<file path="src/tei_pkg.sv">
// Package of constants shared by the trap and edge interrupt logic.
package tei_pkg;

    // ----------------------------------------------------------------
    // Register byte offsets on the Wishbone slave
    // ----------------------------------------------------------------
    localparam logic [7:0] OFS_CTRL = 8'h00;
    localparam logic [7:0] OFS_WAKE_EN = 8'h04;
    localparam logic [7:0] OFS_WAKE_EDGE = 8'h08;
    localparam logic [7:0] OFS_WAKE_PEND = 8'h0C;
    localparam logic [7:0] OFS_STACK = 8'h10;

    // ----------------------------------------------------------------
    // Field positions of the control register
    // ----------------------------------------------------------------
    localparam int CTRL_GIE_BIT = 0;
    localparam int CTRL_PORT_EN_BIT = 1;

    // ----------------------------------------------------------------
    // Reset values
    // ----------------------------------------------------------------
    localparam logic [7:0] SP_RESET = 8'h2F;
    localparam logic [7:0] BYTE_RESET = 8'h00;
    localparam logic CTRL_BIT_RESET = 1'b0;

    // ----------------------------------------------------------------
    // Opcodes, vector slots and memory ranges
    // ----------------------------------------------------------------
    localparam logic [7:0] TRAP_OPCODE = 8'h00;
    localparam logic [7:0] VEC_TRAP = 8'hFE;
    localparam logic [7:0] VEC_PORT = 8'hE2;
    localparam logic [7:0] VEC_DEFAULT = 8'hE0;
    localparam logic [7:0] RAM_HOLE_LO = 8'h30;
    localparam logic [7:0] RAM_HOLE_HI = 8'h3F;
    localparam logic [7:0] RAM_HOLE_DATA = 8'hFF;
    localparam logic [7:0] PROG_HOLE_DATA = 8'h00;
    localparam logic [14:0] PROG_TOP_DEFAULT = 15'h7FFE;

endpackage

</file>
<file path="src/tei_core.sv">
// Trap pending flag, port edge interrupts and illegal condition detection.
//
// Behaviour
// - Device reset clears the trap pending flag.
// - A non-maskable trap sets the trap pending flag to one.
// - Only the clear-trap instruction or reset clears the trap pending flag.
// - The trap pending flag has no register address at all.
// - Fetching opcode 00 into the instruction register raises a software trap.
// - Reads of unused program memory return zero, hence trap on execution.
// - A software trap leaves the global interrupt enable unchanged.
// - Trap pending blocks other interrupts and steers dispatch to trap slot.
// - A trap routine can be interrupted only by another trap.
// - A software trap is taken at once, above every other source.
// - The pushed return address of a trap is the trap opcode address.
// - Eight selectable edge interrupts on the port share one vector.
// - A per-pin enable register gates each pin, shared with wake-up.
// - A per-pin edge select chooses rising or falling trigger.
// - A per-pin pending register latches edges; no other pending flag.
// - Port request needs both port master enable and global enable.
// - Wake with interrupt off resumes after halt; with it, routine first.
// - A maskable interrupt never preempts a routine already running.
// - A maskable routine can still be preempted by the trap.
// - Stack pointer decrements on call, entry or push; increments on pop.
// - Reset sets the stack pointer to 02F.
// - RAM 030 to 03F reads all ones, so over-pop returns to 7FFF.
// - Dispatch with trap active selects slot FE and FF.
// - The port interrupt uses the slot at E2 and E3.
`timescale 1ns/1ns
`default_nettype none

module tei_core #(
    parameter logic [14:0] PROG_TOP = tei_pkg::PROG_TOP_DEFAULT
) (
    // Clock and reset.
    input wire logic CLK,
    input wire logic RESET,
    // Wishbone slave.
    input wire logic WB_CYC_I,
    input wire logic WB_STB_I,
    input wire logic WB_WE_I,
    input wire logic [7:0] WB_ADR_I,
    input wire logic [3:0] WB_SEL_I,
    input wire logic [31:0] WB_DAT_I,
    output logic [31:0] WB_DAT_O,
    output logic WB_ACK_O,
    // Instruction fetch and execution events from the core.
    input wire logic FETCH_LOAD,
    input wire logic [7:0] FETCH_OPCODE,
    input wire logic [14:0] FETCH_ADDR,
    input wire logic CLR_TRAP_EXEC,
    input wire logic VIS_EXEC,
    input wire logic IRQ_ENTRY,
    input wire logic RETURN_FROM_IRQ_INSTR_EXEC,
    input wire logic HALTED,
    // Higher ranked maskable sources, arbitrated outside.
    input wire logic EXT_MASK_REQ,
    input wire logic [7:0] EXT_MASK_VEC,
    // Interrupt outputs to the core.
    output logic TRAP_REQ,
    output logic [14:0] TRAP_RET_ADDR,
    output logic MASK_IRQ_REQ,
    output logic [7:0] VIS_OFFSET,
    output logic WAKE,
    output logic WAKE_TO_ISR,
    // Program memory read filter.
    input wire logic [14:0] PROG_ADDR,
    input wire logic [7:0] PROG_RAW,
    output logic [7:0] PROG_DATA,
    // Data memory read filter.
    input wire logic [7:0] RAM_ADDR,
    input wire logic [7:0] RAM_RAW,
    output logic [7:0] RAM_DATA,
    // Stack pointer control.
    input wire logic SP_PUSH,
    input wire logic SP_POP,
    output logic [7:0] SP,
    // Port pins.
    input wire logic [7:0] PORT_PIN
);

    // ----------------------------------------------------------------
    // Declarations
    // ----------------------------------------------------------------
    logic trap_pending_flag_reg;
    logic trap_req_reg;
    logic [14:0] trap_addr_reg;
    logic global_irq_enable_reg;
    logic port_irq_master_enable_reg;
    logic [7:0] wake_irq_enable_reg;
    logic [7:0] wake_edge_select_reg;
    logic [7:0] wake_pending_reg;
    logic [7:0] wake_pending_next;
    logic [7:0] pin_meta_reg;
    logic [7:0] pin_sync_reg;
    logic [7:0] pin_prev_reg;
    logic [7:0] edge_hit;
    logic [7:0] sp_reg;
    logic [7:0] vis_offset_reg;
    logic wake_reg;
    logic wake_isr_reg;
    logic [7:0] prog_data_reg;
    logic [7:0] ram_data_reg;
    logic ack_reg;
    logic [31:0] dat_reg;
    logic trap_fetch;
    logic port_active;
    logic port_req;
    logic bus_req;
    logic bus_wr;
    logic [7:0] wr_byte;
    logic [7:0] pend_clear;

    // Bus request decode: one aligned word per register, lane 0 only.
    assign bus_req = WB_CYC_I & WB_STB_I & ~ack_reg;
    assign bus_wr = bus_req & WB_WE_I & WB_SEL_I[0];
    assign wr_byte = WB_DAT_I[7:0];

    // ----------------------------------------------------------------
    // Software trap
    // ----------------------------------------------------------------

    // A trap opcode loaded into the instruction register is a trap.
    assign trap_fetch = FETCH_LOAD & (FETCH_OPCODE == tei_pkg::TRAP_OPCODE);

    // Hidden pending flag; a new trap wins over a clear in the same cycle.
    always_ff @(posedge CLK) begin
        if (RESET) begin
            trap_pending_flag_reg <= 1'b0;
        end else if (trap_fetch) begin
            trap_pending_flag_reg <= 1'b1;
        end else if (CLR_TRAP_EXEC) begin
            trap_pending_flag_reg <= 1'b0;
        end
    end

    // Trap request is raised with no masking, so it is taken at once.
    always_ff @(posedge CLK) begin
        if (RESET) begin
            trap_req_reg <= 1'b0;
            trap_addr_reg <= 15'h0000;
        end else begin
            trap_req_reg <= trap_fetch;
            if (trap_fetch) begin
                trap_addr_reg <= FETCH_ADDR;
            end
        end
    end

    assign TRAP_REQ = trap_req_reg;
    assign TRAP_RET_ADDR = trap_addr_reg;

    // ----------------------------------------------------------------
    // Control register: global enable and port master enable
    // ----------------------------------------------------------------

    // Entry into a maskable routine drops the global enable so no other
    // maskable source preempts it; the return sets it again. A trap is
    // not a maskable entry and leaves the bit alone.
    always_ff @(posedge CLK) begin
        if (RESET) begin
            global_irq_enable_reg <= tei_pkg::CTRL_BIT_RESET;
            port_irq_master_enable_reg <= tei_pkg::CTRL_BIT_RESET;
        end else begin
            if (IRQ_ENTRY & ~trap_req_reg) begin
                global_irq_enable_reg <= 1'b0;
            end else if (RETURN_FROM_IRQ_INSTR_EXEC) begin
                global_irq_enable_reg <= 1'b1;
            end else if (bus_wr && WB_ADR_I == tei_pkg::OFS_CTRL) begin
                global_irq_enable_reg <= wr_byte[tei_pkg::CTRL_GIE_BIT];
            end
            if (bus_wr && WB_ADR_I == tei_pkg::OFS_CTRL) begin
                port_irq_master_enable_reg <=
                    wr_byte[tei_pkg::CTRL_PORT_EN_BIT];
            end
        end
    end

    // ----------------------------------------------------------------
    // Port edge interrupts
    // ----------------------------------------------------------------

    // Two-stage synchroniser, then a third stage for edge detection.
    always_ff @(posedge CLK) begin
        if (RESET) begin
            pin_meta_reg <= 8'h00;
            pin_sync_reg <= 8'h00;
            pin_prev_reg <= 8'h00;
        end else begin
            pin_meta_reg <= PORT_PIN;
            pin_sync_reg <= pin_meta_reg;
            pin_prev_reg <= pin_sync_reg;
        end
    end

    // Select bit high picks the falling edge, low the rising edge.
    assign edge_hit = (wake_edge_select_reg & pin_prev_reg & ~pin_sync_reg)
        | (~wake_edge_select_reg & ~pin_prev_reg & pin_sync_reg);

    // Enable and edge select registers.
    always_ff @(posedge CLK) begin
        if (RESET) begin
            wake_irq_enable_reg <= tei_pkg::BYTE_RESET;
            wake_edge_select_reg <= tei_pkg::BYTE_RESET;
        end else begin
            if (bus_wr && WB_ADR_I == tei_pkg::OFS_WAKE_EN) begin
                wake_irq_enable_reg <= wr_byte;
            end
            if (bus_wr && WB_ADR_I == tei_pkg::OFS_WAKE_EDGE) begin
                wake_edge_select_reg <= wr_byte;
            end
        end
    end

    // Writing ones clears pending bits; a fresh edge wins over the clear.
    assign pend_clear = (bus_wr && WB_ADR_I == tei_pkg::OFS_WAKE_PEND) ?
        wr_byte : 8'h00;

    always_comb begin
        wake_pending_next = (wake_pending_reg & ~pend_clear) | edge_hit;
    end

    always_ff @(posedge CLK) begin
        if (RESET) begin
            wake_pending_reg <= tei_pkg::BYTE_RESET;
        end else begin
            wake_pending_reg <= wake_pending_next;
        end
    end

    // Any enabled pending pin is active; all pins share one request.
    assign port_active = |(wake_pending_reg & wake_irq_enable_reg);
    assign port_req = port_active & port_irq_master_enable_reg
        & global_irq_enable_reg;

    // Maskable request, suppressed while the trap is pending.
    assign MASK_IRQ_REQ = (port_req | (EXT_MASK_REQ & global_irq_enable_reg))
        & ~trap_pending_flag_reg;

    // ----------------------------------------------------------------
    // Vectored dispatch offset
    // ----------------------------------------------------------------

    // Trap first, then outside sources, then the port, else the default.
    always_ff @(posedge CLK) begin
        if (RESET) begin
            vis_offset_reg <= tei_pkg::VEC_DEFAULT;
        end else if (VIS_EXEC) begin
            if (trap_pending_flag_reg) begin
                vis_offset_reg <= tei_pkg::VEC_TRAP;
            end else if (EXT_MASK_REQ) begin
                vis_offset_reg <= EXT_MASK_VEC;
            end else if (port_active & port_irq_master_enable_reg) begin
                vis_offset_reg <= tei_pkg::VEC_PORT;
            end else begin
                vis_offset_reg <= tei_pkg::VEC_DEFAULT;
            end
        end
    end

    assign VIS_OFFSET = vis_offset_reg;

    // ----------------------------------------------------------------
    // Wake-up from halt or idle
    // ----------------------------------------------------------------

    // Wake pulse; the flag says whether the routine runs before resuming.
    always_ff @(posedge CLK) begin
        if (RESET) begin
            wake_reg <= 1'b0;
            wake_isr_reg <= 1'b0;
        end else begin
            wake_reg <= HALTED & port_active & ~wake_reg;
            if (HALTED & port_active & ~wake_reg) begin
                wake_isr_reg <= port_req;
            end
        end
    end

    assign WAKE = wake_reg;
    assign WAKE_TO_ISR = wake_isr_reg;

    // ----------------------------------------------------------------
    // Illegal condition detection on memory reads
    // ----------------------------------------------------------------

    // Unused program memory reads as the trap opcode.
    always_ff @(posedge CLK) begin
        if (RESET) begin
            prog_data_reg <= tei_pkg::PROG_HOLE_DATA;
        end else if (PROG_ADDR > PROG_TOP) begin
            prog_data_reg <= tei_pkg::PROG_HOLE_DATA;
        end else begin
            prog_data_reg <= PROG_RAW;
        end
    end

    // The undefined RAM hole reads as all ones.
    always_ff @(posedge CLK) begin
        if (RESET) begin
            ram_data_reg <= tei_pkg::BYTE_RESET;
        end else if (RAM_ADDR >= tei_pkg::RAM_HOLE_LO
                     && RAM_ADDR <= tei_pkg::RAM_HOLE_HI) begin
            ram_data_reg <= tei_pkg::RAM_HOLE_DATA;
        end else begin
            ram_data_reg <= RAM_RAW;
        end
    end

    assign PROG_DATA = prog_data_reg;
    assign RAM_DATA = ram_data_reg;

    // Stack pointer; a bus write reloads it for recovery after a trap.
    always_ff @(posedge CLK) begin
        if (RESET) begin
            sp_reg <= tei_pkg::SP_RESET;
        end else if (bus_wr && WB_ADR_I == tei_pkg::OFS_STACK) begin
            sp_reg <= wr_byte;
        end else if (SP_PUSH & ~SP_POP) begin
            sp_reg <= sp_reg - 8'h01;
        end else if (SP_POP & ~SP_PUSH) begin
            sp_reg <= sp_reg + 8'h01;
        end
    end

    assign SP = sp_reg;

    // ----------------------------------------------------------------
    // Wishbone answer
    // ----------------------------------------------------------------

    // One-cycle acknowledge with read data; unmapped words read zero.
    always_ff @(posedge CLK) begin
        if (RESET) begin
            ack_reg <= 1'b0;
            dat_reg <= 32'h0000_0000;
        end else begin
            ack_reg <= bus_req;
            dat_reg <= 32'h0000_0000;
            if (bus_req & ~WB_WE_I) begin
                if (WB_ADR_I == tei_pkg::OFS_CTRL) begin
                    dat_reg[tei_pkg::CTRL_GIE_BIT] <= global_irq_enable_reg;
                    dat_reg[tei_pkg::CTRL_PORT_EN_BIT] <=
                        port_irq_master_enable_reg;
                end else if (WB_ADR_I == tei_pkg::OFS_WAKE_EN) begin
                    dat_reg[7:0] <= wake_irq_enable_reg;
                end else if (WB_ADR_I == tei_pkg::OFS_WAKE_EDGE) begin
                    dat_reg[7:0] <= wake_edge_select_reg;
                end else if (WB_ADR_I == tei_pkg::OFS_WAKE_PEND) begin
                    dat_reg[7:0] <= wake_pending_reg;
                end else if (WB_ADR_I == tei_pkg::OFS_STACK) begin
                    dat_reg[7:0] <= sp_reg;
                end
            end
        end
    end

    assign WB_ACK_O = ack_reg;
    assign WB_DAT_O = dat_reg;

    // ----------------------------------------------------------------
    // Assertions
    // ----------------------------------------------------------------

    // Trap fetch sets the flag on the next edge.
    property p_trap_set;
        @(posedge CLK) disable iff (RESET)
        trap_fetch |=> trap_pending_flag_reg;
    endproperty
    a_trap_set: assert property (p_trap_set)
        else $error("Trap fetch did not set the pending flag.");

    // The flag falls only after a clear instruction.
    property p_trap_clear_only;
        @(posedge CLK) disable iff (RESET)
        $fell(trap_pending_flag_reg) |-> $past(CLR_TRAP_EXEC);
    endproperty
    a_trap_clear_only: assert property (p_trap_clear_only)
        else $error("Trap pending flag cleared without clear instruction.");

    // Flag is zero right after reset.
    property p_trap_reset;
        @(posedge CLK) $past(RESET) |-> !trap_pending_flag_reg;
    endproperty
    a_trap_reset: assert property (p_trap_reset)
        else $error("Trap pending flag not cleared by reset.");

    // No maskable request while the trap is pending.
    property p_trap_blocks;
        @(posedge CLK) disable iff (RESET)
        trap_pending_flag_reg |-> !MASK_IRQ_REQ;
    endproperty
    a_trap_blocks: assert property (p_trap_blocks)
        else $error("Maskable request raised while trap pending.");

    // Dispatch during a pending trap yields slot FE.
    property p_vis_trap;
        @(posedge CLK) disable iff (RESET)
        (VIS_EXEC && trap_pending_flag_reg) |=> VIS_OFFSET == 8'hFE;
    endproperty
    a_vis_trap: assert property (p_vis_trap)
        else $error("Dispatch did not select the trap slot.");

    // Trap return address is the opcode address.
    property p_trap_addr;
        @(posedge CLK) disable iff (RESET)
        trap_fetch |=> TRAP_REQ && TRAP_RET_ADDR == $past(FETCH_ADDR);
    endproperty
    a_trap_addr: assert property (p_trap_addr)
        else $error("Trap return address is not the opcode address.");

    // A trap does not alter the global enable.
    property p_gie_kept;
        @(posedge CLK) disable iff (RESET)
        (trap_fetch && !IRQ_ENTRY && !RETURN_FROM_IRQ_INSTR_EXEC && !bus_wr)
        |=> $stable(global_irq_enable_reg);
    endproperty
    a_gie_kept: assert property (p_gie_kept)
        else $error("Trap changed the global enable.");

    // Port request needs both enables and an enabled pending pin.
    property p_port_gate;
        @(posedge CLK) disable iff (RESET)
        MASK_IRQ_REQ && !EXT_MASK_REQ |->
        global_irq_enable_reg && port_irq_master_enable_reg
        && |(wake_pending_reg & wake_irq_enable_reg);
    endproperty
    a_port_gate: assert property (p_port_gate)
        else $error("Port request without its enables.");

    // A synchronised rising edge on pin 0, set to rising, sets its pending bit.
    property p_edge_latch;
        @(posedge CLK) disable iff (RESET)
        (!wake_edge_select_reg[0] && pin_sync_reg[0] && !pin_prev_reg[0])
        |=> wake_pending_reg[0];
    endproperty
    a_edge_latch: assert property (p_edge_latch)
        else $error("Rising edge on pin 0 was not latched.");

    // Over-popped stack region reads as all ones.
    property p_ram_hole;
        @(posedge CLK) disable iff (RESET)
        (RAM_ADDR >= 8'h30 && RAM_ADDR <= 8'h3F) |=> RAM_DATA == 8'hFF;
    endproperty
    a_ram_hole: assert property (p_ram_hole)
        else $error("RAM hole did not read as ones.");

    // A lone push moves the stack pointer down by one.
    property p_sp_push;
        @(posedge CLK) disable iff (RESET)
        (SP_PUSH && !SP_POP && !bus_wr) |=> SP == $past(SP) - 8'h01;
    endproperty
    a_sp_push: assert property (p_sp_push)
        else $error("Push did not decrement the stack pointer.");

endmodule

`default_nettype wire

</file>
<file path="config.mk">
export PLATFORM = sky130hd
export DESIGN_NAME = tei_core
export DESIGN_NICKNAME = d
export VERILOG_FILES = /design/src/tei_pkg.sv /design/src/tei_core.sv
export SDC_FILE = /design/constraint.sdc
export NUM_CORES = 1
export LEC_CHECK = 0
export ABC_AREA = 1
export BUFFER_PORTS_ARGS = -buffer_cell sky130_fd_sc_hd__buf_2
export CORE_ASPECT_RATIO = 0.7
export CORE_MARGIN = 1
export CORE_UTILIZATION = 38
export CTS_CLUSTER_DIAMETER = 50
export DETAILED_ROUTE_END_ITERATION = 10
export HOLD_SLACK_MARGIN = 0.05
export PLACE_DENSITY_LB_ADDON = 0.3
export SETUP_SLACK_MARGIN = 0.3
export SLEW_MARGIN = 20
export SYNTH_ARGS = -nofsm -noshare
export SYNTH_HDL_FRONTEND = slang
export SYNTH_SLANG_ARGS = --single-unit
</file>
<file path="constraint.sdc">
create_clock -name CLK -period 1.6 [get_ports CLK]
set_input_delay 0.32 -clock CLK [delete_from_list [all_inputs] [get_ports CLK]]
set_output_delay 0.32 -clock CLK [all_outputs]
set_load 0.1 [all_outputs]
</file>
==> results.sh, run 1 <==
export IMPL_clock_sinks=110
export IMPL_synth_largest_area_cell="sky130_fd_sc_hd__dfxtp_1"
export IMPL_finalMaxSlewViolations=0
export IMPL_drcViolationCount=0
export IMPL_most_common_layout_cells="101 x sky130_fd_sc_hd__buf_2, 80 x sky130_fd_sc_hd__dfxtp_1, 74 x sky130_fd_sc_hd__nor2_1, 74 x sky130_fd_sc_hd__buf_4, 73 x sky130_fd_sc_hd__inv_1"
export IMPL_drive_above_1_share=0.5164
export IMPL_route_antenna_remaining_nets=0
export IMPL_ir_worst_vdd_mv=0.6262
export IMPL_gp_routability_congestion=0.9070
export IMPL_max_slew_margin=0.5694
export IMPL_critical_path_peak_fanout=2
export IMPL_synth_flop_cell="sky130_fd_sc_hd__dfxtp_1"
export IMPL_powerDensity_nw_per_um2=874.3
export IMPL_diodes_inserted=0
export IMPL_overflow=0
export IMPL_number_of_global_route_vias_before_repair=4446
export IMPL_use_met1=0.2862
export IMPL_tritoncts_clock_tree="yes"
export IMPL_number_of_antenna_violations_at_the_first_check_in_global_routing=0
export IMPL_max_cap_viol_count=0
export IMPL_shortest_period_the_worst_path_allows_ns=1.916
export IMPL_ranking_of_synthesized_cells_by_area="sky130_fd_sc_hd__dfxtp_1 46%, sky130_fd_sc_hd__nand2_1 7.3%, sky130_fd_sc_hd__nor2_1 6.9%"
export IMPL_hpwlAfterDp_um=9568
export IMPL_syn_instance_count=631
export IMPL_period_share=1.197
export IMPL_final_setup_tns_ns=-0.6112
export IMPL_design_area_sq_um=7989
export IMPL_worst_pin_slew_ns=0.6459
export IMPL_hold_buffers=0
export IMPL_wire_length_of_the_first_global_routing_pass_um=21510
export IMPL_synth_edff_count=0
export IMPL_design_core_area_sq_um=12020
export IMPL_post_synth_top_area_fraction=0.4586
export IMPL_timing_clock_skew_ns=0.01257
export IMPL_hold_path_class="input port to register"
export IMPL_multi_input_comb_area_sq_um=2633
export IMPL_status="finished with violations"
export IMPL_post_synth_instance_area_sq_um=4802
export IMPL_place_area_sq_um=6272
export IMPL_pre_cts_slack_ns=-0.1277
export IMPL_failing_checks="setup timing"
export IMPL_nFillCells=932
export IMPL_grt_usage=0.2126
export IMPL_power_leakage_nw=3.635
export IMPL_number_of_nets_in_the_layout=1015
export IMPL_rsz0062_at_grt="yes"
export IMPL_start_kind="register"
export IMPL_cts_clock_pin_slew_for_the_worst_setup_and_hold_paths_ns=0.09
export IMPL_synth_warning_count=0
export IMPL_drt_pre_antenna_iters=6
export IMPL_tritoncts_num_buffers=9
export IMPL_clock_fmax_ghz=0.5221
export IMPL_yosys_register_bits=110
export IMPL_cp_data_arrival_time_ns=1.60
export IMPL_finalSetupViolCount=2
export IMPL_post_synth_num_cell_types=47
export IMPL_layout_cells_most_common="sky130_fd_sc_hd__buf_2"
export IMPL_seq_area_frac_synth=0.4586
export IMPL_floorplan_die_area_sq_um=13100
export IMPL_count_of_input_and_output_buffers=164
export IMPL_clk_latency_ns=0.36
export IMPL_grt_use_met2=0.3401
export IMPL_detailedRoute_firstIterationViolations=260
export IMPL_route_final_wire_length_um=15080
export IMPL_async_reset_ff_frac=0
export IMPL_initial_core_util=0.3997
export IMPL_ctsRootBufferMaster="sky130_fd_sc_hd__clkbuf_16"
export IMPL_routed_wire_length_per_instance_um=14.50
export IMPL_finalHoldViolations=0
export IMPL_number_of_h_tree_levels=3
export IMPL_top_level_ports=220
export IMPL_largest_reg_flops=15
export IMPL_clock_path_buffers=2
export IMPL_grt_max_degree=52
export IMPL_chipHeight_um=96.06
export IMPL_area_sequential_sq_um=2260
export IMPL_worst_path_required_time_ns=1.28
export IMPL_layout_setup_ws_ns=-0.3155
export IMPL_peak_usage_layer_in_the_global_routing_report="met2"
export IMPL_vias=4968
export IMPL_synth_area_per_cell_sq_um=7.610
export IMPL_critPathKind="register to output pin"
export IMPL_timing_critical_path_to_type="output pin"
export IMPL_synthToLayoutAreaGrowth_pct=66.36
export IMPL_viasPerCell=4.777
export IMPL_met3_resource_use_gr=0.05845
export IMPL_core_rowCount=33
export IMPL_dieWidth_um=136.4
-- per-layer routing --
| layer | vias to the layer above | part of all wire | wire [um] |
|---|---|---|---|
| met5 | - | 0 | 0 |
| met1 | 2266 | 0.43 | 6547 |
| li1 | 2491 | - | - |
| met3 | 15 | 0.081 | 1221 |
| met2 | 196 | 0.48 | 7165 |
| met4 | 0 | 0.0098 | 148 |
-- cell type report --
| class | instances | share of cell area |
|---|---|---|
| sequential | 110 | 0.2829 |
| clock buffer | 9 | 0.02819 |
| multi-input combinational | 409 | 0.3295 |
| clock inverter | 7 | 0.01034 |
| tap | 157 | 0.02459 |
| inverter | 95 | 0.04808 |
| timing repair buffer | 253 | 0.2764 |
-- through the flow --
stage | util | hold WS (ns) | total power [mW] | instances
finish | 0.6649 | 0.1585 | 6.985 | 1040
CTS | 0.6022 | 0.1506 | 6.874 | 1029
global route | 0.6649 | 0.1468 | 7.279 | 1040
floorplan | - | 0.3883 | 4.035 | 654
global placement | 0.5220 | 0.3888 | 4.370 | 997
detailed placement | 0.5220 | 0.3945 | 4.378 | 997
-- worst max-delay path, cell delays in order, from the launching register on --
cell                       delay [ns]
sky130_fd_sc_hd__dfxtp_2         0.33
sky130_fd_sc_hd__nand2_2         0.08
sky130_fd_sc_hd__nand2_2         0.05
sky130_fd_sc_hd__a221oi_2        0.19
sky130_fd_sc_hd__nand2_1         0.15
sky130_fd_sc_hd__nand2_2         0.10
sky130_fd_sc_hd__nand2_2         0.06
sky130_fd_sc_hd__nand2_2         0.08
sky130_fd_sc_hd__nor2_4          0.04
sky130_fd_sc_hd__buf_12          0.16
-- power breakdown --
group          total (mW)  internal (mW)  switching [mW]
Clock                2.28           1.13            1.15
Sequential           2.93           2.83          0.0911
Combinational        1.78          0.580            1.20
Total                6.99           4.55            2.44
-- kinds of logic (layout without fill, tap and decap cells) --
logic type                 after synthesis  in the layout  synth area share
xor gates and xnor gates                 3              3          0.005473
other                                    1             24         0.0007809
and+or+nand+nor                        242            243            0.2340
buffers and inverters                  136            364            0.1329
adders and majority gates                1              1          0.002605
DFF                                    110            110            0.4586
AOI/OAI and AO/OA                      138            138            0.1657
-- worst paths after layout --
kind | start | to | slack (ns) | cells past startpoint
worst min register to register | pin_meta_reg[4] | pin_sync_reg[4] | 0.40 | 2
worst min-delay path | PORT_PIN[2] | pin_meta_reg[2] | 0.16 | 3
worst max register to register | wake_irq_enable_reg[4] | VIS_OFFSET[1] | -0.30 | 14
worst max-delay path | wake_irq_enable_reg[4] | MASK_IRQ_REQ | -0.32 | 9
-- what timing repair did --
item / in CTS / in global routing
gates resized for setup: 169 / 184
buffers inserted: 16 / 9
pin swaps: 23 / 56
cloned: 0 / 2
setup endpoints to repair: 91 / 91
-- cell usage after synthesis (2+ instances only) --
cell / n
sky130_fd_sc_hd__dfxtp_1: 110
sky130_fd_sc_hd__nand2_1: 93
sky130_fd_sc_hd__nor2_1: 88
sky130_fd_sc_hd__inv_1: 85
sky130_fd_sc_hd__a21oi_1: 43
sky130_fd_sc_hd__o21ai_0: 37
sky130_fd_sc_hd__nand3_1: 27
sky130_fd_sc_hd__buf_4: 25
sky130_fd_sc_hd__o21ai_1: 24
sky130_fd_sc_hd__a31oi_1: 10
sky130_fd_sc_hd__clkbuf_1: 9
sky130_fd_sc_hd__nor2_2: 9
sky130_fd_sc_hd__inv_2: 8
sky130_fd_sc_hd__a211oi_1: 6
sky130_fd_sc_hd__buf_6: 4
sky130_fd_sc_hd__nand4_1: 4
sky130_fd_sc_hd__nor2_4: 4
sky130_fd_sc_hd__o22ai_1: 4
sky130_fd_sc_hd__nand2_4: 3
sky130_fd_sc_hd__nand3b_1: 3
sky130_fd_sc_hd__nor4_2: 3
sky130_fd_sc_hd__a211oi_2: 2
sky130_fd_sc_hd__a221oi_1: 2
sky130_fd_sc_hd__a41oi_1: 2
sky130_fd_sc_hd__buf_2: 2
sky130_fd_sc_hd__o21ai_2: 2
sky130_fd_sc_hd__xor2_1: 2
Note: power is estimated with default switching activity, not from simulation.
==> run 2, diff against run 1 <==
--- a/config.mk
+++ b/config.mk
@@ -7,9 +7,11 @@
 export LEC_CHECK = 0
 export ABC_AREA = 1
 export BUFFER_PORTS_ARGS = -buffer_cell sky130_fd_sc_hd__buf_2
+export CELL_PAD_IN_SITES_DETAIL_PLACEMENT = 2
+export CELL_PAD_IN_SITES_GLOBAL_PLACEMENT = 2
 export CORE_ASPECT_RATIO = 0.7
 export CORE_MARGIN = 1
-export CORE_UTILIZATION = 38
+export CORE_UTILIZATION = 22
 export CTS_CLUSTER_DIAMETER = 50
 export DETAILED_ROUTE_END_ITERATION = 10
 export HOLD_SLACK_MARGIN = 0.05
==> run 2 against run 1 <==
Effect of this change: the flow still finishes with violations (setup timing); highest routed layer is now met5; clock skew grew 0.0013 ns; via count grew 2.9%; total power grew 7.1%; sequential power is essentially flat; critical endpoint unchanged.
==> results.sh, run 2 (same netlist as run 1, synthesis figures left out) <==
export IMPL_status="finished with violations"
export IMPL_failing_checks="setup timing"
export IMPL_hpwlAfterDp_um=13860
export IMPL_rsz0062_at_grt="yes"
export IMPL_layout_setup_ws_ns=-0.3069
export IMPL_top_level_ports=220
export IMPL_grt_use_met2=0.2633
export IMPL_number_of_nets_in_the_layout=1028
export IMPL_diodes_inserted=0
export IMPL_viasPerCell=4.360
export IMPL_drive_above_1_share=0.5424
export IMPL_core_rowCount=44
export IMPL_period_share=1.192
export IMPL_final_setup_tns_ns=-0.3069
export IMPL_worst_hold_path_num_cells=3
export IMPL_clk_latency_ns=0.37
export IMPL_powerDensity_nw_per_um2=878.9
export IMPL_worst_hold_path_endpoint="pin_meta_reg[0]"
export IMPL_pre_cts_slack_ns=-0.1855
export IMPL_power_leakage_nw=3.813
export IMPL_clock_fmax_ghz=0.5244
export IMPL_finalMaxSlewViolations=0
export IMPL_detailedRoute_firstIterationViolations=192
export IMPL_nFillCells=2345
export IMPL_max_stage_delay_ns=0.32
export IMPL_design_core_area_sq_um=21090
export IMPL_critical_path_top_delay_family="simple AND/OR/NAND/NOR gates"
export IMPL_crit_slowest_cell="sky130_fd_sc_hd__dfxtp_1"
export IMPL_finalPower_mw=7.482
export IMPL_gp_routability_congestion=0.7961
export IMPL_tritoncts_num_buffers=9
export IMPL_instances_no_fill=1172
export IMPL_r2r_cells=10
export IMPL_vias=5110
export IMPL_route_final_wire_length_um=19790
export IMPL_finalHoldViolations=0
export IMPL_number_of_h_tree_levels=3
export IMPL_initial_core_util=0.2277
export IMPL_route_antenna_remaining_nets=0
export IMPL_critPathMostFrequentCell="sky130_fd_sc_hd__nand2_2"
export IMPL_most_common_layout_cells="102 x sky130_fd_sc_hd__buf_2, 76 x sky130_fd_sc_hd__dfxtp_1, 73 x sky130_fd_sc_hd__inv_1, 73 x sky130_fd_sc_hd__buf_4, 69 x sky130_fd_sc_hd__nor2_1"
export IMPL_clock_path_buffers=2
export IMPL_hold_buffers=0
export IMPL_chipHeight_um=125.6
export IMPL_place_area_sq_um=6526
export IMPL_shortest_period_the_worst_path_allows_ns=1.907
export IMPL_layout_cells_most_common="sky130_fd_sc_hd__buf_2"
export IMPL_critical_path_peak_fanout=2
export IMPL_count_of_input_and_output_buffers=164
export IMPL_ctsRootBufferMaster="sky130_fd_sc_hd__clkbuf_16"
export IMPL_overflow=0
export IMPL_largest_reg_flops=15
export IMPL_number_of_antenna_violations_at_the_first_check_in_global_routing=1
export IMPL_timing_critical_path_to_type="output pin"
export IMPL_setup_reg_to_reg_worst_slack_ns=0.09
export IMPL_max_cap_viol_count=0
export IMPL_grt_max_degree=59
export IMPL_drt_pre_antenna_iters=4
export IMPL_worstHoldStart="PORT_PIN[0]"
export IMPL_placed_cells_incl_taps=1125
export IMPL_routed_wire_length_per_instance_um=16.89
export IMPL_number_of_global_route_vias_before_repair=5315
export IMPL_hold_path_class="input port to register"
export IMPL_cp_data_arrival_time_ns=1.59
export IMPL_floorplan_die_area_sq_um=22430
export IMPL_rr_startpoint="wake_pending_reg[1]"
export IMPL_cts_clock_pin_slew_for_the_worst_setup_and_hold_paths_ns=0.08
export IMPL_reg2reg_to="WAKE_TO_ISR"
export IMPL_synthToLayoutAreaGrowth_pct=77.28
export IMPL_grt_usage=0.1676
export IMPL_use_met1=0.2290
export IMPL_drcViolationCount=0
export IMPL_dieWidth_um=178.6
export IMPL_ir_worst_vdd_mv=0.5064
export IMPL_crit_chain="nand2_1 > nand2_2 > a221oi_2 > nand2_1 > nand2_2 > nand2_2 > nand2_2 > nor2_4 > buf_12"
export IMPL_worst_path_required_time_ns=1.28
export IMPL_timing_clock_skew_ns=0.01383
export IMPL_design_area_sq_um=8513
export IMPL_tritoncts_clock_tree="yes"
export IMPL_critPathKind="register to output pin"
export IMPL_peak_usage_layer_in_the_global_routing_report="met2"
export IMPL_clock_sinks=110
export IMPL_crit_buf_inv=1
export IMPL_wire_length_of_the_first_global_routing_pass_um=29010
export IMPL_met3_resource_use_gr=0.04861
export IMPL_finalSetupViolCount=1
export IMPL_start_kind="register"
==> run 2: changes by cell type in the layout (fill, tap and decap cells not counted), sizes merged <==
cell,delta
inv,-2
clkbuf,+2
buf,+12
clkinvlp,-1
bufinv,+2
==> run 2: worst max path at each step <==
stage | cells after the start | startpoint | slack, ns | end
floorplan | 12 | SP[1] | 0.06 | SP[4]
global placement | 15 | SP_POP | -0.19 | SP[4]
detailed placement | 9 | wake_pending_reg[4] | -0.19 | MASK_IRQ_REQ
CTS | 9 | wake_irq_enable_reg[4] | -0.36 | MASK_IRQ_REQ
global route | 9 | wake_pending_reg[1] | -0.44 | MASK_IRQ_REQ
finish | 9 | wake_pending_reg[1] | -0.31 | MASK_IRQ_REQ
==> run 2: metrics by stage <==
| step | hold WS, ns | util |
|---|---|---|
| 2_1_floorplan | 0.3883 | - |
| 3_5_place_dp | 0.4024 | 0.3095 |
| 4_1_cts | 0.1449 | 0.3646 |
| 5_1_grt | 0.1466 | 0.4038 |
| 6_report | 0.1584 | 0.4038 |
| 3_3_place_gp | 0.3909 | 0.3095 |
==> run 2: where the power goes <==
| part | total, mW | internal [mW] | switching, mW |
|---|---|---|---|
| combinational | 1.94 | 0.663 | 1.28 |
| sequential | 2.93 | 2.83 | 0.0952 |
| clock | 2.61 | 1.45 | 1.16 |
| total | 7.48 | 4.95 | 2.54 |
==> run 2: cell type report <==
class | instances | area [sq um] | share of cell area
Clock buffer | 10 | 239.0 | 0.02807
Timing Repair Buffer | 266 | 2454 | 0.2882
Multi-Input combinational cell | 409 | 2721 | 0.3197
Inverter | 95 | 386.6 | 0.04541
Sequential cell | 110 | 2267 | 0.2663
Clock inverter | 6 | 100.1 | 0.01176
Tap cell | 276 | 345.3 | 0.04056
==> run 2: routing by layer <==
metal,wire length [um],share of wire
met1,8980,0.45
met2,9616,0.49
met3,1072,0.054
met4,113,0.0057
met5,10,0.00051
==> run 2: what timing repair did <==
item | CTS | global route
pin swaps | 30 | 60
cloned | 0 | 2
gates resized for setup | 217 | 195
setup endpoints to repair | 95 | 87
setup buffers | 12 | 17
==> run 2: worst min-delay path, delay by kind of cell <==
kind                   cells  cell delay (ns)
buffers and inverters      2             0.13
AND/OR/NAND/NOR            1             0.03
==> run 3, diff against run 2 <==
--- a/config.mk
+++ b/config.mk
@@ -6,14 +6,14 @@
 export NUM_CORES = 1
 export LEC_CHECK = 0
 export ABC_AREA = 1
-export BUFFER_PORTS_ARGS = -buffer_cell sky130_fd_sc_hd__buf_2
 export CELL_PAD_IN_SITES_DETAIL_PLACEMENT = 2
 export CELL_PAD_IN_SITES_GLOBAL_PLACEMENT = 2
 export CORE_ASPECT_RATIO = 0.7
 export CORE_MARGIN = 1
-export CORE_UTILIZATION = 22
+export CORE_UTILIZATION = 30
 export CTS_CLUSTER_DIAMETER = 50
 export DETAILED_ROUTE_END_ITERATION = 10
+export DONT_BUFFER_PORTS = 1
 export HOLD_SLACK_MARGIN = 0.05
 export PLACE_DENSITY_LB_ADDON = 0.3
 export SETUP_SLACK_MARGIN = 0.3
==> run 3 against run 2 <==
Effect of this change: the flow still finishes with violations (setup timing); clock skew is 0.0040 ns lower; global-route usage grew 7.1 points; largest power group unchanged; design area shrank 9.1%; utilization rose by 9.4 points; critical path depth did not move.
==> results.sh, run 3 (same netlist as run 1, synthesis figures left out) <==
export IMPL_finalHoldViolations=0
export IMPL_vias=5049
export IMPL_route_final_wire_length_um=22280
export IMPL_seq_power_share=0.410
export IMPL_layout_setup_ws_ns=-0.3641
export IMPL_largest_reg_flops=15
export IMPL_rsz0062_at_grt="yes"
export IMPL_max_cap_viol_count=0
export IMPL_sw_frac_of_total=0.3470
export IMPL_grt_usage=0.2390
export IMPL_met3_resource_use_gr=0.07166
export IMPL_area_sequential_sq_um=2257
export IMPL_worstHoldStart="PROG_RAW[5]"
export IMPL_max_stage_delay_ns=0.35
export IMPL_chipHeight_um=107.9
export IMPL_design_area_sq_um=7741
export IMPL_finalSetupViolCount=2
export IMPL_setup_reg_to_reg_worst_slack_ns=-0.08
export IMPL_worst_path_required_time_ns=1.28
export IMPL_number_of_antenna_violations_at_the_first_check_in_global_routing=0
export IMPL_grt_use_met2=0.4194
export IMPL_wire_length_of_the_first_global_routing_pass_um=29800
export IMPL_gp_routability_congestion=0.8612
export IMPL_dieWidth_um=153.2
export IMPL_nFillCells=1643
export IMPL_worst_hold_path_num_cells=2
export IMPL_number_of_h_tree_levels=3
export IMPL_crit_slowest_cell="sky130_fd_sc_hd__dfxtp_1"
export IMPL_crit_buf_inv=1
export IMPL_core_rowCount=38
export IMPL_place_area_sq_um=5741
export IMPL_critical_path_peak_fanout=3
export IMPL_power_frac_comb=0.251
export IMPL_top_level_ports=220
export IMPL_final_hold_worst_slack_ns=0.06840
export IMPL_peak_usage_layer_in_the_global_routing_report="met2"
export IMPL_pre_cts_slack_ns=-0.08878
export IMPL_failing_checks="setup timing"
export IMPL_most_common_layout_cells="84 x sky130_fd_sc_hd__dfxtp_1, 76 x sky130_fd_sc_hd__inv_1, 71 x sky130_fd_sc_hd__nor2_1"
export IMPL_timing_clock_skew_ns=0.009804
export IMPL_cp_data_arrival_time_ns=1.64
export IMPL_critPathKind="register to output pin"
export IMPL_clk_latency_ns=0.37
export IMPL_use_met1=0.2749
export IMPL_hpwlAfterDp_um=12810
export IMPL_drive_above_1_share=0.4203
export IMPL_synthToLayoutAreaGrowth_pct=61.20
export IMPL_shortest_period_the_worst_path_allows_ns=1.964
export IMPL_max_slew_margin=0.6327
export IMPL_tritoncts_clock_tree="yes"
export IMPL_number_of_nets_in_the_layout=923
export IMPL_drt_pre_antenna_iters=4
export IMPL_worst_hold_path_endpoint="PROG_DATA[5]"
export IMPL_route_antenna_remaining_nets=0
export IMPL_overflow=0
export IMPL_timing_critical_path_to_type="output pin"
export IMPL_viasPerCell=5.100
export IMPL_layout_cells_most_common="sky130_fd_sc_hd__dfxtp_1"
export IMPL_multi_input_comb_area_sq_um=2726
export IMPL_layout_core_utilization=0.4979
export IMPL_powerDensity_nw_per_um2=921.3
export IMPL_internal_power_mw=4.657
export IMPL_clock_sinks=110
export IMPL_cts_clock_pin_slew_for_the_worst_setup_and_hold_paths_ns=0.08
export IMPL_diodes_inserted=0
export IMPL_drcViolationCount=0
export IMPL_power_net_switching_mw=2.475
export IMPL_finalMaxSlewViolations=0
export IMPL_count_of_input_and_output_buffers=0
export IMPL_clock_path_buffers=2
export IMPL_pwr_share_clk=0.339
export IMPL_rr_startpoint="wake_irq_enable_reg[4]"
export IMPL_reg2reg_to="VIS_OFFSET[1]"
export IMPL_r2r_cells=11
export IMPL_ir_worst_vdd_mv=0.4818
export IMPL_routed_wire_length_per_instance_um=22.51
export IMPL_tritoncts_num_buffers=9
export IMPL_number_of_global_route_vias_before_repair=5369
export IMPL_period_share=1.228
export IMPL_status="finished with violations"
export IMPL_initial_core_util=0.3089
export IMPL_design_core_area_sq_um=15550
export IMPL_grt_max_degree=33
export IMPL_floorplan_die_area_sq_um=16530
export IMPL_power_leakage_nw=3.330
export IMPL_detailedRoute_firstIterationViolations=173
export IMPL_critical_path_top_delay_family="simple AND/OR/NAND/NOR gates"
export IMPL_clock_fmax_ghz=0.5091
export IMPL_start_kind="register"
export IMPL_worst_pin_slew_ns=0.5489
export IMPL_ctsRootBufferMaster="sky130_fd_sc_hd__clkbuf_16"
export IMPL_hold_path_class="input port to register"
export IMPL_crit_chain="nand2_2 > nand2_1 > a221oi_2 > nand2_1 > nand2_1 > nand2_2 > nand2_2 > nor2_4 > buf_12"
run 3: changes by cell type in the layout (fill, tap and decap cells not counted), moves of 4 or more:
cell	before	now
sky130_fd_sc_hd__dfxtp_2	25	17
sky130_fd_sc_hd__buf_4	73	49
sky130_fd_sc_hd__o21ai_4	1	7
sky130_fd_sc_hd__buf_6	45	56
sky130_fd_sc_hd__buf_12	39	19
sky130_fd_sc_hd__buf_8	5	12
sky130_fd_sc_hd__inv_4	7	3
sky130_fd_sc_hd__dlygate4sd3_1	0	25
sky130_fd_sc_hd__nand3_2	9	5
sky130_fd_sc_hd__o21ai_0	13	22
sky130_fd_sc_hd__buf_2	102	0
sky130_fd_sc_hd__o21ai_2	31	17
sky130_fd_sc_hd__dfxtp_1	76	84
run 3: timing repair:
item,CTS,global route
setup endpoints to repair,88,80
hold buffers,26,0
gates resized for setup,158,138
buffers inserted,16,23
hold endpoints to repair,56,0
cloned,0,1
pin swaps,33,41
run 3: worst max-delay path by stage:
stage / startpoint / to / slack [ns] / cells past startpoint
2_1_floorplan: SP[1] / SP[4] / 0.06 / 12
3_3_place_gp: wake_pending_reg[6] / MASK_IRQ_REQ / -0.09 / 9
3_5_place_dp: wake_pending_reg[6] / MASK_IRQ_REQ / -0.09 / 9
4_1_cts: wake_irq_enable_reg[3] / MASK_IRQ_REQ / -0.35 / 9
5_1_grt: wake_pending_reg[4] / MASK_IRQ_REQ / -0.45 / 9
6_report: wake_irq_enable_reg[4] / MASK_IRQ_REQ / -0.36 / 9
run 3: per-stage QoR:
step | cells | total power, mW | setup TNS (ns)
after floorplan | 654 | 4.035 | 0
after global placement | 909 | 4.201 | -0.09487
after detailed placement | 909 | 4.247 | -0.3452
after CTS | 966 | 6.938 | -0.3450
after global routing | 990 | 7.368 | -0.6241
final | 990 | 7.132 | -0.4430
run 3: final cells by class:
| cell class | count | share of cell area |
|---|---|---|
| multi-input cells | 409 | 0.3522 |
| flip-flops and latches | 110 | 0.2916 |
| repair buffers | 161 | 0.2337 |
| inverters | 95 | 0.04946 |
| clock buffers | 11 | 0.03556 |
| well taps | 200 | 0.03233 |
| clock inverters | 4 | 0.005172 |
run 3: power by group through the flow:
stage / clock network [mW] / logic, mW / registers, mW
detailed placement: 0 / 1.28 / 2.96
CTS: 2.47 / 1.55 / 2.92
global placement: 0 / 1.24 / 2.96
finish: 2.42 / 1.79 / 2.92
floorplan: 0 / 0.672 / 3.36
global route: 2.57 / 1.87 / 2.93
run 3: metal layers:
| metal | routed length, um | up-vias | share of wire |
|---|---|---|---|
| met5 | 0 | - | 0 |
| met1 | 8911 | 2552 | 0.40 |
| met2 | 11560 | 164 | 0.52 |
| met3 | 1337 | 35 | 0.060 |
| met4 | 475 | 0 | 0.021 |
| li1 | - | 2298 | - |
